===== src/hw/sspc_pkg.sv =====
// Package: register map, field positions and modes of the serial port control bank
package sspc_pkg;
    localparam logic [2:0] ADDR_STATUS   = 3'h0;
    localparam logic [2:0] ADDR_CTRL_ONE = 3'h1;
    localparam logic [2:0] ADDR_CTRL_TWO = 3'h2;
    localparam logic [2:0] ADDR_BUFFER   = 3'h3;
    localparam logic [2:0] ADDR_ADDRDIV  = 3'h4;
    localparam logic [7:0] RESET_BYTE    = 8'h00;
    localparam logic [7:0] GEN_CALL_ADDR = 8'h00;
    localparam logic [7:0] BRG_MIN_I2C   = 8'h03;
    localparam logic [7:0] BRG_MIN_SPI   = 8'h01;
    localparam logic [7:0] SPI_DIV4      = 8'h00;
    localparam logic [7:0] SPI_DIV16     = 8'h06;
    localparam logic [7:0] SPI_DIV64     = 8'h1E;
    localparam logic [2:0] BIT_LAST      = 3'h7;

    typedef enum logic [3:0] {
        MODE_SPI_M4    = 4'h0,
        MODE_SPI_M16   = 4'h1,
        MODE_SPI_M64   = 4'h2,
        MODE_SPI_S_SEL = 4'h4,
        MODE_SPI_S     = 4'h5,
        MODE_I2C_S7    = 4'h6,
        MODE_I2C_S10   = 4'h7,
        MODE_I2C_M     = 4'h8,
        MODE_SPI_MDIV  = 4'hA,
        MODE_I2C_FW    = 4'hB,
        MODE_I2C_S7I   = 4'hE,
        MODE_I2C_S10I  = 4'hF
    } sspc_mode_t;

    typedef struct packed {
        logic sample_phase;
        logic clock_edge;
        logic data_address_flag;
        logic stop_seen_flag;
        logic start_seen_flag;
        logic read_write_flag;
        logic update_address_flag;
        logic buffer_full_flag;
    } sspc_status_t;

    typedef struct packed {
        logic       write_collision_flag;
        logic       receive_overflow_flag;
        logic       port_enable;
        logic       clock_polarity_hold;
        logic [3:0] port_mode_field;
    } sspc_ctrl_one_t;

    typedef struct packed {
        logic general_call_enable;
        logic ack_received_status;
        logic ack_value_to_send;
        logic ack_sequence_request;
        logic receive_request;
        logic stop_request;
        logic restart_request;
        logic start_request_stretch_enable;
    } sspc_ctrl_two_t;

    typedef struct packed {
        logic clk;
        logic data;
        logic sel_b;
    } sspc_pins_t;

    typedef enum logic [2:0] {
        ST_IDLE,
        ST_XFER,
        ST_ACK,
        ST_COND
    } sspc_state_t;
endpackage : sspc_pkg


===== src/hw/sspc_ctrl.sv =====
// Serial port control bank with a byte engine for SPI and I2C roles
//
// The register addresses and the strobed register port were chosen for this implementation.
`timescale 1ns/1ns

// What this block does
// - SPI master samples at end of output time when sample phase set, else middle.
// - In I2C, sample phase set disables slew control, clear enables it.
// - SPI slave: clock edge set shifts out on active-to-idle, clear on idle-to-active; master always on active-to-idle.
// - I2C slave data/address flag shows whether last byte was data or address.
// - Stop and start flags show last condition seen; cleared when port disabled.
// - I2C slave read/write flag holds matched address direction until the next start or stop.
// - I2C master read/write flag shows transmit; OR with requests gives busy.
// - 10-bit slave sets update-address flag when address register needs reload.
// - Buffer full sets on received byte; in I2C transmit stays set while sending.
// - Write collision sets on buffer write when transfer cannot start; software clears.
// - SPI slave overflow sets when byte arrives unread, new byte dropped.
// - I2C slave overflow sets when byte received while buffer still full.
// - Port enable hands serial pins to the port, clear returns them.
// - Clock polarity gives SPI idle level; in I2C slave zero stretches clock.
// - Mode field selects SPI master rates, divider rate, and SPI slave options.
// - Mode field selects I2C slave, master, firmware master; some codes reserved.
// - I2C slave with general call enabled raises interrupt on all-zero address.
// - Ack request drives ack value then self-clears; ack status shows no ack.
// - Start, restart, stop requests make conditions and self-clear; receive takes one byte.
// - In I2C slave the start request bit enables clock stretching.
// - While busy, request bit sets are ignored and buffer writes blocked.
// - 7-bit slave compares address register bits 7 to 1; bit 0 ignored.
module sspc_ctrl (
    // Clock and reset
    input  wire logic             clock,
    input  wire logic             rst_b,
    // Register port
    input  wire logic [2:0]       reg_addr,
    input  wire logic [7:0]       reg_wdata,
    input  wire logic             reg_wr,
    input  wire logic             reg_rd,
    output logic      [7:0]       reg_rdata,
    // Serial pins, each as input, output and enable
    input  wire sspc_pkg::sspc_pins_t pin_in,
    output sspc_pkg::sspc_pins_t  pin_out,
    output sspc_pkg::sspc_pins_t  pin_oe,
    // Port ownership, slew control and event
    output logic                  pins_owned,
    output logic                  slew_limit,
    output logic                  port_event
);

    typedef struct packed {
        sspc_pkg::sspc_status_t   st;
        sspc_pkg::sspc_ctrl_one_t c1;
        sspc_pkg::sspc_ctrl_two_t c2;
        sspc_pkg::sspc_state_t    fsm;
        logic [7:0] buf_q;
        logic [7:0] addr_div;
        logic [7:0] shreg;
        logic [7:0] brg;
        logic [2:0] bitcnt;
        logic       sclk;
        logic       dout;
        logic       half;
        logic       rx_mode;
        logic       addr_byte;
        logic       addr_hi;
        logic [7:0] rdata;
        logic       event_q;
        sspc_pkg::sspc_pins_t s1;
        sspc_pkg::sspc_pins_t s2;
        sspc_pkg::sspc_pins_t s3;
    } sspc_state_all_t;

    sspc_state_all_t s_r;
    sspc_state_all_t s_nxt;

    // ----------------------------------------------------------------
    // Mode decode
    // ----------------------------------------------------------------
    logic [3:0] mode;
    logic       is_spi_m;
    logic       is_spi_s;
    logic       is_i2c_m;
    logic       is_i2c_s;
    logic       is_10b;
    logic       i2c_busy;
    logic       clk_rise;
    logic       clk_fall;
    logic       sda_rise;
    logic       sda_fall;
    logic       brg_tick;
    logic       shift_edge;
    logic       samp_edge;
    logic       spi_sel_ok;
    logic [7:0] reload;
    logic [7:0] rx_byte;

    assign mode     = s_r.c1.port_mode_field;
    assign is_spi_m = (mode == sspc_pkg::MODE_SPI_M4) || (mode == sspc_pkg::MODE_SPI_M16)
                   || (mode == sspc_pkg::MODE_SPI_M64) || (mode == sspc_pkg::MODE_SPI_MDIV);
    assign is_spi_s = (mode == sspc_pkg::MODE_SPI_S_SEL) || (mode == sspc_pkg::MODE_SPI_S);
    assign is_i2c_m = (mode == sspc_pkg::MODE_I2C_M) || (mode == sspc_pkg::MODE_I2C_FW);
    assign is_i2c_s = (mode == sspc_pkg::MODE_I2C_S7) || (mode == sspc_pkg::MODE_I2C_S10)
                   || (mode == sspc_pkg::MODE_I2C_S7I) || (mode == sspc_pkg::MODE_I2C_S10I);
    assign is_10b   = (mode == sspc_pkg::MODE_I2C_S10) || (mode == sspc_pkg::MODE_I2C_S10I);
    assign i2c_busy = s_r.st.read_write_flag | s_r.c2.ack_sequence_request
                    | s_r.c2.receive_request | s_r.c2.stop_request | s_r.c2.restart_request
                    | s_r.c2.start_request_stretch_enable;

    // Only s2 and s3 are read, s1 feeds s2 alone
    assign clk_rise = s_r.s2.clk & ~s_r.s3.clk;
    assign clk_fall = ~s_r.s2.clk & s_r.s3.clk;
    assign sda_rise = s_r.s2.data & ~s_r.s3.data;
    assign sda_fall = ~s_r.s2.data & s_r.s3.data;
    assign spi_sel_ok = (mode != sspc_pkg::MODE_SPI_S_SEL) | ~s_r.s2.sel_b;

    always_comb
    begin
        case (mode)
            sspc_pkg::MODE_SPI_M4:  reload = sspc_pkg::SPI_DIV4;
            sspc_pkg::MODE_SPI_M16: reload = sspc_pkg::SPI_DIV16;
            sspc_pkg::MODE_SPI_M64: reload = sspc_pkg::SPI_DIV64;
            default:                reload = s_r.addr_div;
        endcase
    end
    assign brg_tick = (s_r.brg == sspc_pkg::RESET_BYTE);

    // Slave edges: polarity and clock edge together pick the shifting edge
    assign shift_edge = (s_r.c1.clock_polarity_hold ^ s_r.st.clock_edge) ? clk_fall : clk_rise;
    assign samp_edge  = (s_r.c1.clock_polarity_hold ^ s_r.st.clock_edge) ? clk_rise : clk_fall;

    assign rx_byte = {s_r.shreg[6:0], s_r.s2.data};

    // ----------------------------------------------------------------
    // Next state
    // ----------------------------------------------------------------
    always_comb
    begin
        s_nxt         = s_r;
        s_nxt.s1      = pin_in;
        s_nxt.s2      = s_r.s1;
        s_nxt.s3      = s_r.s2;
        s_nxt.event_q = 1'b0;
        s_nxt.rdata   = sspc_pkg::RESET_BYTE;

        // Register reads
        if (reg_rd)
        begin
            case (reg_addr)
                sspc_pkg::ADDR_STATUS:   s_nxt.rdata = s_r.st;
                sspc_pkg::ADDR_CTRL_ONE: s_nxt.rdata = s_r.c1;
                sspc_pkg::ADDR_CTRL_TWO: s_nxt.rdata = s_r.c2;
                sspc_pkg::ADDR_BUFFER:   s_nxt.rdata = s_r.buf_q;
                sspc_pkg::ADDR_ADDRDIV:  s_nxt.rdata = s_r.addr_div;
                default:                 s_nxt.rdata = sspc_pkg::RESET_BYTE;
            endcase
            if (reg_addr == sspc_pkg::ADDR_BUFFER)
            begin
                s_nxt.st.buffer_full_flag = 1'b0;
            end
        end

        // Register writes; flags set by hardware later override clears
        if (reg_wr)
        begin
            case (reg_addr)
                sspc_pkg::ADDR_STATUS:
                begin
                    s_nxt.st.sample_phase = reg_wdata[7];
                    s_nxt.st.clock_edge   = reg_wdata[6];
                end
                sspc_pkg::ADDR_CTRL_ONE:
                begin
                    s_nxt.c1.write_collision_flag  = s_r.c1.write_collision_flag & reg_wdata[7];
                    s_nxt.c1.receive_overflow_flag = s_r.c1.receive_overflow_flag & reg_wdata[6];
                    s_nxt.c1.port_enable           = reg_wdata[5];
                    s_nxt.c1.clock_polarity_hold   = reg_wdata[4];
                    s_nxt.c1.port_mode_field       = reg_wdata[3:0];
                end
                sspc_pkg::ADDR_CTRL_TWO:
                begin
                    s_nxt.c2.general_call_enable = reg_wdata[7];
                    s_nxt.c2.ack_value_to_send   = reg_wdata[5];
                    if (is_i2c_m)
                    begin
                        // Requests are not queued while busy
                        if (!i2c_busy)
                        begin
                            s_nxt.c2.ack_sequence_request = reg_wdata[4];
                            s_nxt.c2.receive_request      = reg_wdata[3];
                            s_nxt.c2.stop_request         = reg_wdata[2];
                            s_nxt.c2.restart_request      = reg_wdata[1];
                            s_nxt.c2.start_request_stretch_enable = reg_wdata[0];
                        end
                    end
                    else
                    begin
                        s_nxt.c2.start_request_stretch_enable = reg_wdata[0];
                    end
                end
                sspc_pkg::ADDR_BUFFER:
                begin
                    if ((is_i2c_m && i2c_busy) || (s_r.fsm != sspc_pkg::ST_IDLE))
                    begin
                        s_nxt.c1.write_collision_flag = 1'b1;
                    end
                    else
                    begin
                        s_nxt.buf_q   = reg_wdata;
                        s_nxt.shreg   = reg_wdata;
                        s_nxt.bitcnt  = sspc_pkg::BIT_LAST;
                        s_nxt.rx_mode = 1'b0;
                        s_nxt.dout    = reg_wdata[7];
                        if (is_spi_m || is_i2c_m)
                        begin
                            s_nxt.fsm  = sspc_pkg::ST_XFER;
                            s_nxt.brg  = reload;
                            s_nxt.half = 1'b0;
                        end
                        if (is_i2c_m)
                        begin
                            s_nxt.st.read_write_flag  = 1'b1;
                            s_nxt.st.buffer_full_flag = 1'b1;
                        end
                    end
                end
                sspc_pkg::ADDR_ADDRDIV:
                begin
                    s_nxt.addr_div = reg_wdata;
                    s_nxt.st.update_address_flag = 1'b0;
                end
                default:
                begin
                end
            endcase
        end

        // Byte engine
        if (!s_r.c1.port_enable)
        begin
            s_nxt.st.stop_seen_flag  = 1'b0;
            s_nxt.st.start_seen_flag = 1'b0;
            s_nxt.fsm                = sspc_pkg::ST_IDLE;
            s_nxt.sclk               = s_r.c1.clock_polarity_hold;
            // Data line released, so a later start shows as a falling edge
            s_nxt.dout               = 1'b1;
        end
        else if (is_spi_m)
        begin
            if (s_r.fsm == sspc_pkg::ST_XFER)
            begin
                s_nxt.brg = brg_tick ? reload : s_r.brg - 8'h01;
                if (brg_tick)
                begin
                    s_nxt.half = ~s_r.half;
                    s_nxt.sclk = ~s_r.sclk;
                    if (!s_r.half)
                    begin
                        if (!s_r.st.sample_phase)
                        begin
                            s_nxt.shreg = rx_byte;
                        end
                    end
                    else
                    begin
                        if (s_r.st.sample_phase)
                        begin
                            s_nxt.shreg = rx_byte;
                        end
                        s_nxt.dout   = s_nxt.shreg[7];
                        s_nxt.bitcnt = s_r.bitcnt - 3'h1;
                        if (s_r.bitcnt == 3'h0)
                        begin
                            // Master never overflows
                            s_nxt.fsm                 = sspc_pkg::ST_IDLE;
                            s_nxt.buf_q               = s_nxt.shreg;
                            s_nxt.st.buffer_full_flag = 1'b1;
                            s_nxt.event_q             = 1'b1;
                        end
                    end
                end
            end
        end
        else if (is_spi_s && spi_sel_ok)
        begin
            // Sample on the edge opposite the shifting edge
            if (samp_edge)
            begin
                s_nxt.shreg  = rx_byte;
                s_nxt.bitcnt = s_r.bitcnt - 3'h1;
                if (s_r.bitcnt == 3'h0)
                begin
                    if (s_r.st.buffer_full_flag)
                    begin
                        s_nxt.c1.receive_overflow_flag = 1'b1;
                    end
                    else
                    begin
                        s_nxt.buf_q               = rx_byte;
                        s_nxt.st.buffer_full_flag = 1'b1;
                    end
                    s_nxt.event_q = 1'b1;
                end
            end
            else if (shift_edge)
            begin
                s_nxt.dout = s_r.shreg[7];
            end
        end
        else if (is_i2c_s || is_i2c_m)
        begin
            // Conditions seen on the bus while the clock is high
            if (s_r.s2.clk && s_r.s3.clk && sda_fall)
            begin
                s_nxt.st.start_seen_flag = 1'b1;
                s_nxt.st.stop_seen_flag  = 1'b0;
                s_nxt.bitcnt             = sspc_pkg::BIT_LAST;
                s_nxt.addr_byte          = 1'b1;
                if (is_i2c_s)
                begin
                    s_nxt.st.read_write_flag = 1'b0;
                end
            end
            if (s_r.s2.clk && s_r.s3.clk && sda_rise)
            begin
                s_nxt.st.stop_seen_flag  = 1'b1;
                s_nxt.st.start_seen_flag = 1'b0;
                if (is_i2c_s)
                begin
                    s_nxt.st.read_write_flag = 1'b0;
                end
            end
            if (is_i2c_s && clk_rise && s_r.fsm != sspc_pkg::ST_ACK)
            begin
                s_nxt.shreg  = rx_byte;
                s_nxt.bitcnt = s_r.bitcnt - 3'h1;
                if (s_r.bitcnt == 3'h0)
                begin
                    s_nxt.fsm = sspc_pkg::ST_ACK;
                    if (s_r.st.buffer_full_flag)
                    begin
                        s_nxt.c1.receive_overflow_flag = 1'b1;
                    end
                    else
                    begin
                        s_nxt.buf_q               = rx_byte;
                        s_nxt.st.buffer_full_flag = 1'b1;
                    end
                    s_nxt.st.data_address_flag = ~s_r.addr_byte;
                    s_nxt.addr_byte            = 1'b0;
                    s_nxt.event_q              = 1'b1;
                    if (s_r.addr_byte)
                    begin
                        if (rx_byte[7:1] == s_r.addr_div[7:1])
                        begin
                            s_nxt.st.read_write_flag = rx_byte[0];
                        end
                        if (is_10b)
                        begin
                            s_nxt.st.update_address_flag = 1'b1;
                        end
                        if (s_r.c2.general_call_enable && rx_byte == sspc_pkg::GEN_CALL_ADDR)
                        begin
                            s_nxt.event_q = 1'b1;
                        end
                    end
                    if (s_r.c2.start_request_stretch_enable)
                    begin
                        s_nxt.c1.clock_polarity_hold = 1'b0;
                    end
                end
            end
            else if (is_i2c_s && clk_fall && s_r.fsm == sspc_pkg::ST_ACK)
            begin
                s_nxt.fsm = sspc_pkg::ST_IDLE;
            end
            if (is_i2c_m)
            begin
                // Held at reload while idle, so every sequence gets a full period
                s_nxt.brg = (brg_tick || !i2c_busy) ? reload : s_r.brg - 8'h01;
                if (brg_tick)
                begin
                    if (s_r.c2.start_request_stretch_enable || s_r.c2.restart_request)
                    begin
                        s_nxt.dout = 1'b0;
                        s_nxt.c2.start_request_stretch_enable = 1'b0;
                        s_nxt.c2.restart_request = 1'b0;
                    end
                    else if (s_r.c2.stop_request)
                    begin
                        s_nxt.dout            = 1'b1;
                        s_nxt.sclk            = 1'b1;
                        s_nxt.c2.stop_request = 1'b0;
                    end
                    else if (s_r.c2.ack_sequence_request)
                    begin
                        s_nxt.dout = s_r.c2.ack_value_to_send;
                        s_nxt.c2.ack_sequence_request = 1'b0;
                    end
                    else if (s_r.fsm == sspc_pkg::ST_XFER || s_r.c2.receive_request)
                    begin
                        s_nxt.sclk = ~s_r.sclk;
                        if (!s_r.sclk)
                        begin
                            s_nxt.shreg  = rx_byte;
                            s_nxt.bitcnt = s_r.bitcnt - 3'h1;
                            s_nxt.dout   = s_r.c2.receive_request ? 1'b1 : s_r.shreg[6];
                            if (s_r.bitcnt == 3'h0)
                            begin
                                s_nxt.fsm                = sspc_pkg::ST_IDLE;
                                s_nxt.st.read_write_flag = 1'b0;
                                s_nxt.st.buffer_full_flag = s_r.c2.receive_request;
                                s_nxt.c2.receive_request = 1'b0;
                                s_nxt.c2.ack_received_status = s_r.s2.data;
                                s_nxt.event_q            = 1'b1;
                                if (s_r.c2.receive_request)
                                begin
                                    s_nxt.buf_q = rx_byte;
                                end
                            end
                        end
                    end
                end
            end
        end
    end

    always_ff @(posedge clock)
    begin
        if (!rst_b)
        begin
            s_r <= '0;
        end
        else
        begin
            s_r <= s_nxt;
        end
    end

    // ----------------------------------------------------------------
    // Outputs
    // ----------------------------------------------------------------
    logic i2c_on;
    assign i2c_on     = s_r.c1.port_enable & (is_i2c_s | is_i2c_m);
    assign reg_rdata  = s_r.rdata;
    assign pins_owned = s_r.c1.port_enable;
    assign slew_limit = i2c_on & ~s_r.st.sample_phase;
    assign port_event = s_r.event_q;
    // Open drain on I2C: only drive low; clock held low while stretching
    assign pin_out.clk   = i2c_on ? 1'b0 : s_r.sclk;
    assign pin_out.data  = i2c_on ? 1'b0 : s_r.dout;
    assign pin_out.sel_b = 1'b1;
    assign pin_oe.clk    = s_r.c1.port_enable & (i2c_on ? ((is_i2c_m & ~s_r.sclk)
                         | (is_i2c_s & ~s_r.c1.clock_polarity_hold)) : is_spi_m);
    assign pin_oe.data   = s_r.c1.port_enable & (i2c_on ? (is_i2c_m & ~s_r.dout)
                         : (is_spi_m | (is_spi_s & spi_sel_ok)));
    assign pin_oe.sel_b  = 1'b0;

endmodule : sspc_ctrl


===== config.mk =====
export PLATFORM = sky130hd
export DESIGN_NAME = sspc_ctrl
export DESIGN_NICKNAME = d
export VERILOG_FILES = /design/src/hw/sspc_pkg.sv /design/src/hw/sspc_ctrl.sv
export SDC_FILE = /design/constraint.sdc
export NUM_CORES = 1
export LEC_CHECK = 0
export ABC_AREA = 1
export BUFFER_PORTS_ARGS = -buffer_cell sky130_fd_sc_hd__buf_4
export CORE_UTILIZATION = 40
export DETAILED_ROUTE_END_ITERATION = 7
export HOLD_SLACK_MARGIN = 0.1
export MAX_ROUTING_LAYER = met4
export SLEW_MARGIN = 40
export SYNTH_ARGS = -nofsm -noshare
export SYNTH_HDL_FRONTEND = slang
export SYNTH_SLANG_ARGS = --single-unit
export TNS_END_PERCENT = 20

===== constraint.sdc =====
create_clock -name clock -period 3.4 [get_ports clock]
set_clock_uncertainty 0.05 [all_clocks]
set_input_delay 0.17 -clock clock [delete_from_list [all_inputs] [get_ports clock]]
set_output_delay 0.17 -clock clock [all_outputs]
set_load 0.05 [all_outputs]

; ---- Word level (Yosys, flattened, before mapping)
; Index checks and enable logic that the tools add are counted.
[word_totals]
regBits = 83
latchBits = 0
ramBits = 0
romBits = 0
in_bits = 18
output_inout_bits = 17
mem_count = 0
[classes]
n_addsub = 2
multipliers = 0
n_div = 0
order_cmp = 0
eq_ne = 30
n_shift = 0
n_mux = 228
bitwise_logic = 40
reduce_logical = 43
[op_table]
columns = op, n
row1 = 8-bit 2-to-1 mux, 27
row2 = 11-bit 2-to-1 mux, 19
row3 = 1-bit 2-to-1 mux, 100
row4 = 5-bit 2-to-1 mux, 18
row5 = 3-bit 2-to-1 mux, 29
row6 = 21-bit 2-to-1 mux, 3
row7 = 19-bit 2-to-1 mux, 3
row8 = 16-bit 2-to-1 mux, 3
row9 = 4-bit 2-to-1 mux, 11
row10 = 43-bit 2-to-1 mux, 1
row11 = 8-bit case mux with 5 select lines, 1
row12 = 8-bit case mux with 3 select lines, 1
row13 = 22-bit 2-to-1 mux, 1
row14 = 4-bit == test (second input constant), 5
row15 = 4-bit by 3-bit == test with 1-bit output (second input constant), 4
row16 = 1-bit inverter, 16
row17 = 1-bit logical OR, 15
row18 = 1-bit bitwise AND, 14
row19 = 2-bit 2-to-1 mux, 7
row20 = 12-bit 2-to-1 mux, 1
row21 = 12-bit AND reduction, 1
row22 = 2-bit AND reduction, 6
row23 = 3-bit by 2-bit == test with 1-bit output (second input constant), 3
row24 = 1-bit logical AND, 9
row25 = 29 further kinds, 45

; ---- Longest topological paths before layout
[depth]
depth_word = 46
depth_mapped = 16
mapped_depth_nobuf = 15

; ---- Least setup slack after synthesis
; OpenSTA, ideal clock, no wires.
[synth_timing]
path_type = register to output
startpoint = register s_r, in the netlist pins_owned
endpoint = output pin_oe[1] (netlist bit)
arrival_ns = 2.397
required_time_ns = 3.180
slack_ns = 0.783
stages_incl_launch_ff = 6
cell_sequence = dfxtp_1 -> buf_2 -> inv_1 -> nor2_1 -> inv_1 -> o21ai_0
[synth_lines]
columns = element, line
row1 = from (decl), sspc_ctrl.sv:72  ; sspc_state_all_t s_r;
row2 = from (signal assigned), sspc_ctrl.sv:434  ; s_r <= s_nxt;
row3 = to (decl), sspc_ctrl.sv:42  ; output sspc_pkg::sspc_pins_t pin_oe,

; ---- Final worst setup path
[layout_timing]
startpoint = register s_r[27] (netlist bit)
endpoint = register s_r[53] (netlist bit)
[layout_via]
elab_chain_cells = 7
elab_cells_between_ends = 9
[layout_rtl]
columns = element, line
row1 = 8-bit logical NOT *, sspc_ctrl.sv:124  ; assign brg_tick = (s_r.brg == sspc_pkg::RESET_BYTE);
row2 = 16-bit 2-to-1 mux, sspc_ctrl.sv:379  ; if (brg_tick)
row3 = 16-bit 2-to-1 mux, sspc_ctrl.sv:375  ; if (is_i2c_m)
row4 = 16-bit 2-to-1 mux, sspc_ctrl.sv:308  ; else if (is_i2c_s || is_i2c_m)
row5 = 8-bit 2-to-1 mux, sspc_ctrl.sv:282  ; else if (is_spi_s && spi_sel_ok)
row6 = 11-bit 2-to-1 mux *, sspc_ctrl.sv:246  ; else if (is_spi_m)
row7 = 8-bit 2-to-1 mux *, sspc_ctrl.sv:237  ; if (!s_r.c1.port_enable)
; Every way passes the cells marked *; elsewhere a longest branch is shown, timed or not.
; A chain may end at the register's enable or synchronous reset.

==> flow_summary.html <==
<table>
<tr><th>Metric</th><th>Value</th></tr>
<tr><th colspan="2">Synth</th></tr>
<tr><td>Post-synthesis register bit count</td><td>83</td></tr>
<tr><td>Largest area contributor in the synthesized netlist</td><td>sky130_fd_sc_hd__dfxtp_1</td></tr>
<tr><td>Area share of xor/xnor cells in the synthesized design</td><td>approximately 1.4%</td></tr>
<tr><td>Dominant combinational cell family by area after synthesis</td><td>simple AND/OR/NAND/NOR gates</td></tr>
<tr><td>Fraction of the yosys area taken by sequential cells</td><td>28.5%</td></tr>
<tr><td>Async set or reset register ratio after synthesis</td><td>0%</td></tr>
<tr><td>Fraction of the mapped netlist area in adder cells</td><td>less than 1%</td></tr>
<tr><td>Area contributors post-synth</td><td>sky130_fd_sc_hd__dfxtp_1 29%, sky130_fd_sc_hd__nand2_1 14%, sky130_fd_sc_hd__inv_1 8.6%</td></tr>
<tr><td>Share of synthesized area spent on multiplexers</td><td>0%</td></tr>
<tr><td>Unique masters post-synth</td><td>47</td></tr>
<tr><td>Fraction of post-synthesis cell area in the top cell type by area</td><td>28.5%</td></tr>
<tr><td>Fraction of the mapped netlist area in compound gates</td><td>~25%</td></tr>
<tr><td>Post-Synthesis Net Count</td><td>975</td></tr>
<tr><td>Post-synth design cell area</td><td>approximately 6000 um2</td></tr>
<tr><td>Yosys warns</td><td>0</td></tr>
<tr><td>Number of synthesized flops with an enable pin</td><td>0</td></tr>
<tr><td>Area fraction in and, or, nand and nor cells after synthesis</td><td>31.5%</td></tr>
<tr><td>Prevailing post-synth register cell</td><td>sky130_fd_sc_hd__dfxtp_1</td></tr>
<tr><td>Synthesized area divided by synthesized cell count</td><td>6.11 um2</td></tr>
<tr><td>Number of cells produced by synthesis</td><td>954</td></tr>
<tr><th colspan="2">Hold path</th></tr>
<tr><td>Class of the worst hold path</td><td>input pin to flip-flop</td></tr>
<tr><td>Count of cells along the worst hold path</td><td>3</td></tr>
<tr><th colspan="2">Timing</th></tr>
<tr><td>Crit share post-route</td><td>83.1%</td></tr>
<tr><td>Setup repair after global routing missed its margin</td><td>false</td></tr>
<tr><td>Max-slew violation count</td><td>0</td></tr>
<tr><td>Final setup violation count</td><td>0</td></tr>
<tr><td>Setup TNS</td><td>0 ns</td></tr>
<tr><td>Final period demand of the worst path</td><td>2.83 ns</td></tr>
<tr><td>Maximum operating frequency</td><td>approximately 350 MHz</td></tr>
<tr><td>Transition at the pin with the smallest max-transition slack</td><td>about 0.72 ns</td></tr>
<tr><td>Count of endpoints failing hold in the final timing report</td><td>0</td></tr>
<tr><td>Remaining max-slew budget at the tightest pin</td><td>between 50% and 60%</td></tr>
<tr><th colspan="2">Worst setup path</th></tr>
<tr><td>Data required time of the worst path</td><td>3.62 ns</td></tr>
<tr><td>Critical Path End Type</td><td>flip-flop</td></tr>
<tr><td>Launch point of the worst reg-to-reg path</td><td>s_r[27]</td></tr>
<tr><td>Crit Path Max Fanout</td><td>7</td></tr>
<tr><td>Number of buffer and inverter instances along the worst setup path</td><td>3</td></tr>
<tr><td>Beginning of the critical path</td><td>s_r[27]</td></tr>
<tr><td>Register-to-register path setup slack</td><td>~0.57 ns</td></tr>
<tr><td>Dominant delay contributor by cell family on the critical path</td><td>simple AND/OR/NAND/NOR gates</td></tr>
<tr><td>Critical Path, Cell by Cell</td><td>inv_1, ha_1, nand3_1, nor2_1, nand2_1, nor2_1, nand2_1, nor2_1, inv_1, o21ai_0, inv_1, a21oi_1</td></tr>
<tr><td>End of the worst register-to-register path</td><td>s_r[53]</td></tr>
<tr><td>Type of element launching the critical path</td><td>flip-flop</td></tr>
<tr><td>Signal arrival time at the worst endpoint</td><td>between 3 and 4 ns</td></tr>
<tr><td>Number of stages on the worst setup path</td><td>12</td></tr>
<tr><td>Worst Setup Path Type</td><td>flip-flop to flip-flop</td></tr>
<tr><td>Largest stage delay on the critical path</td><td>between 0.5 and 0.6 ns</td></tr>
<tr><td>Worst setup endpoint</td><td>s_r[53]</td></tr>
<tr><td>Cell with the biggest individual delay on the critical path</td><td>sky130_fd_sc_hd__nor2_1</td></tr>
<tr><td>Register-to-Register Path Depth</td><td>12</td></tr>
<tr><th colspan="2">Power</th></tr>
<tr><td>Total Power</td><td>2.32 mW</td></tr>
<tr><td>Worst ir drop on vdd</td><td>around 0.27 mV</td></tr>
<tr><td>Total leakage power</td><td>2.85 nW</td></tr>
<tr><td>Total power per unit cell area</td><td>about 350 nW/um2</td></tr>
<tr><th colspan="2">Clocking</th></tr>
<tr><td>Number of sinks driven by the clock tree</td><td>83</td></tr>
<tr><td>Quantity of gates resized following cts</td><td>0</td></tr>
<tr><td>Clock transition at the register clock pins on the worst setup and hold paths after CTS</td><td>approximately 0.070 ns</td></tr>
<tr><td>Clock Tree Root</td><td>sky130_fd_sc_hd__clkbuf_16</td></tr>
<tr><td>Htree depth</td><td>3</td></tr>
<tr><td>Clock buffer depth</td><td>2</td></tr>
<tr><td>Clock latency of the later-clocked register in the worst-skew pair</td><td>about 0.36 ns</td></tr>
<tr><td>TritonCTS clock tree</td><td>built</td></tr>
<tr><td>CTS Buf Count</td><td>9</td></tr>
<tr><th colspan="2">Layout</th></tr>
<tr><td>Growth of design area from synthesis to finish</td><td>12.5%</td></tr>
<tr><td>NumNets Final</td><td>1004</td></tr>
<tr><td>Number of diodes</td><td>0</td></tr>
<tr><td>Fraction of final layout cells with drive strength greater than 1</td><td>about a tenth</td></tr>
<tr><td>Finished Layout Cells</td><td>~1200</td></tr>
<tr><td>Filler instances</td><td>about 1500</td></tr>
<tr><th colspan="2">GRT</th></tr>
<tr><td>Global-route wire length before repair</td><td>roughly 33000 um</td></tr>
<tr><td>Pin count of the biggest net entering global routing</td><td>40</td></tr>
<tr><td>Final global-route overflow total</td><td>0</td></tr>
<tr><td>GR Util All Layers</td><td>30.6%</td></tr>
<tr><td>Number of antenna violations at the first check in global routing</td><td>0</td></tr>
<tr><td>Number of global-route vias before repair</td><td>about 5800</td></tr>
<tr><th colspan="2">Floorplanning</th></tr>
<tr><td>Top-level port count</td><td>35</td></tr>
<tr><td>Chip Height</td><td>~120 um</td></tr>
<tr><td>Initial standard-cell utilization of the core</td><td>between 40% and 50%</td></tr>
<tr><td>Placement row count</td><td>43</td></tr>
<tr><td>Floorplan die area</td><td>around 15000 um2</td></tr>
<tr><td>Die span in x</td><td>about 120 um</td></tr>
<tr><td>Core Region</td><td>approximately 14000 um2</td></tr>
<tr><th colspan="2">Detailed routing</th></tr>
<tr><td>Post-route DRC</td><td>0</td></tr>
<tr><td>Violation count after the first detailed-routing iteration</td><td>between 800 and 900</td></tr>
<tr><td>Mean number of vias per cell</td><td>roughly 5.7</td></tr>
<tr><td>WL final</td><td>21900 um</td></tr>
<tr><td>Antenna-violating nets left</td><td>0</td></tr>
<tr><td>Detailed-route via count</td><td>between 6000 and 7000</td></tr>
<tr><td>Routed WL per cell</td><td>about 19 um</td></tr>
<tr><td>Drt first pass iters</td><td>5</td></tr>
<tr><th colspan="2">Place</th></tr>
<tr><td>Number of I/O port buffers</td><td>32</td></tr>
<tr><td>Detailed-placement wirelength estimate</td><td>roughly 16000 um</td></tr>
<tr><td>Number of placed instances, taps included</td><td>around 1100</td></tr>
<tr><td>RePlAce Congestion</td><td>approximately 1.0</td></tr>
<tr><th colspan="2">Run</th></tr>
<tr><td>Max_cap viols</td><td>0</td></tr>
<tr><th colspan="2">Outcome</th></tr>
<tr><td>Outcome</td><td>complete, no violations</td></tr>
</table>
==> what timing repair did <==
| item | in CTS | in global routing |
|---|---|---|
| hold endpoints to repair | 16 | 0 |
| buffers inserted | 0 | 0 |
| hold buffers | 11 | 0 |
==> worst register-to-register path: cells and delay by family (launching register included) <==
family          cells  cell delay, ns
simple gates        6            1.44
compound gates      2            0.36
buf+inv             3            0.33
flops               1            0.31
fa+ha+maj           1            0.24
==> cells in the mapped netlist (2+ instances only) <==
cell type                   number
sky130_fd_sc_hd__a211oi_1        6
sky130_fd_sc_hd__nand2_1       223
sky130_fd_sc_hd__o21ai_2         8
sky130_fd_sc_hd__nor2_1         86
sky130_fd_sc_hd__conb_1          2
sky130_fd_sc_hd__inv_2           5
sky130_fd_sc_hd__a21oi_1        81
sky130_fd_sc_hd__buf_2           6
sky130_fd_sc_hd__buf_6           3
sky130_fd_sc_hd__o21ai_0        89
sky130_fd_sc_hd__o21a_1          2
sky130_fd_sc_hd__o21ai_1         3
sky130_fd_sc_hd__o211ai_1       17
sky130_fd_sc_hd__nor2_2          4
sky130_fd_sc_hd__inv_1         134
sky130_fd_sc_hd__nor2_4          2
sky130_fd_sc_hd__o21bai_1        2
sky130_fd_sc_hd__buf_4          13
sky130_fd_sc_hd__a311oi_1        2
sky130_fd_sc_hd__a41oi_1         2
sky130_fd_sc_hd__nor3_1         11
sky130_fd_sc_hd__o2111ai_1       3
sky130_fd_sc_hd__xnor2_1         5
sky130_fd_sc_hd__dfxtp_1        83
sky130_fd_sc_hd__nand4_1        15
sky130_fd_sc_hd__or2_2           2
sky130_fd_sc_hd__o22ai_1        15
sky130_fd_sc_hd__xor2_1          4
sky130_fd_sc_hd__clkbuf_1       16
sky130_fd_sc_hd__nand2_2        11
sky130_fd_sc_hd__a31oi_1        11
sky130_fd_sc_hd__nand3_1        70
sky130_fd_sc_hd__ha_1            3
sky130_fd_sc_hd__o221ai_1        2
==> cell type report <==
cell class | instances | area (um2) | share of cell area (%)
Clock inverter | 7 | 58.8 | 0.897
Multi-Input combinational cell | 692 | 3410 | 51.9
Sequential cell | 83 | 1660 | 25.3
Clock buffer | 9 | 225 | 3.43
Inverter | 140 | 526 | 8.01
Tap cell | 180 | 225 | 3.43
Timing Repair Buffer | 57 | 455 | 6.95
==> metrics by stage <==
stage          utilization (%)  hold WS, ns  area, um2  setup WS [ns]
6_report                  46.7        0.147       6560          0.574
5_1_grt                   46.7        0.143       6560          0.424
4_1_cts                   46.7        0.133       6560          0.656
2_1_floorplan                -        0.218       5830          0.783
3_5_place_dp              43.9        0.308       6160          0.692
3_3_place_gp              43.9        0.302       6160          0.709
==> how the worst min path moves through the flow <==
stage	slack [ns]	end	from
after floorplan	0.22	s_nxt[3]	pin_in[0]
after global placement	0.30	s_nxt[3]	pin_in[0]
after detailed placement	0.31	s_nxt[3]	pin_in[0]
after CTS	0.13	s_r[77]	reg_wr
after global routing	0.14	s_r[77]	reg_wr
final	0.15	s_r[77]	reg_addr[1]
==> power by group <==
part / total [mW] / internal [mW] / switching (mW)
combinational: 0.338 / 0.101 / 0.237
clock: 0.969 / 0.507 / 0.462
sequential: 1.02 / 0.995 / 0.0227
==> cell usage in the layout, fill, tap and decap left out, types with 4 or more instances in the layout <==
cell type	Yosys	layout
sky130_fd_sc_hd__buf_4	13	46
sky130_fd_sc_hd__o22ai_1	15	15
sky130_fd_sc_hd__nand2_1	223	223
sky130_fd_sc_hd__o21ai_2	8	8
sky130_fd_sc_hd__inv_1	134	134
sky130_fd_sc_hd__clkbuf_16	0	9
sky130_fd_sc_hd__nand2_2	11	11
sky130_fd_sc_hd__nor2_2	4	4
sky130_fd_sc_hd__o21ai_0	89	89
sky130_fd_sc_hd__a211oi_1	6	6
sky130_fd_sc_hd__nand4_1	15	15
sky130_fd_sc_hd__inv_2	5	5
sky130_fd_sc_hd__a31oi_1	11	11
sky130_fd_sc_hd__xor2_1	4	4
sky130_fd_sc_hd__a21oi_1	81	81
sky130_fd_sc_hd__dlygate4sd3_1	0	11
sky130_fd_sc_hd__nor3_1	11	11
sky130_fd_sc_hd__nor2_1	86	86
sky130_fd_sc_hd__dfxtp_1	83	83
sky130_fd_sc_hd__xnor2_1	5	5
sky130_fd_sc_hd__nand3_1	70	70
sky130_fd_sc_hd__o211ai_1	17	17
==> sequential cells by signal, indices dropped and copies added (netlist names) <==
signal / count
s_r: 56
reg_rdata: 8
rx_byte: 8
s_nxt: 5
mode: 4
pins_owned: 1
port_event: 1
==> layer usage <==
metal / GRT usage [%] / share of wire, %
met1: 40.0 / 44
met2: 43.6 / 42
met3: 6.74 / 9.3
met4: 16.2 / 4.6
met5: - / 0
==> cells by family (layout without fill, tap and decap cells) <==
| logic type | Yosys count | in the layout |
|---|---|---|
| DFF | 83 | 83 |
| other | 2 | 2 |
| and+or+nand+nor | 428 | 428 |
| xor gates and xnor gates | 9 | 9 |
| AOI/OAI and AO/OA | 250 | 250 |
| buffers and inverters | 179 | 213 |
| adders and majority gates | 3 | 3 |
No activity file was read; power rests on OpenSTA's default activity.
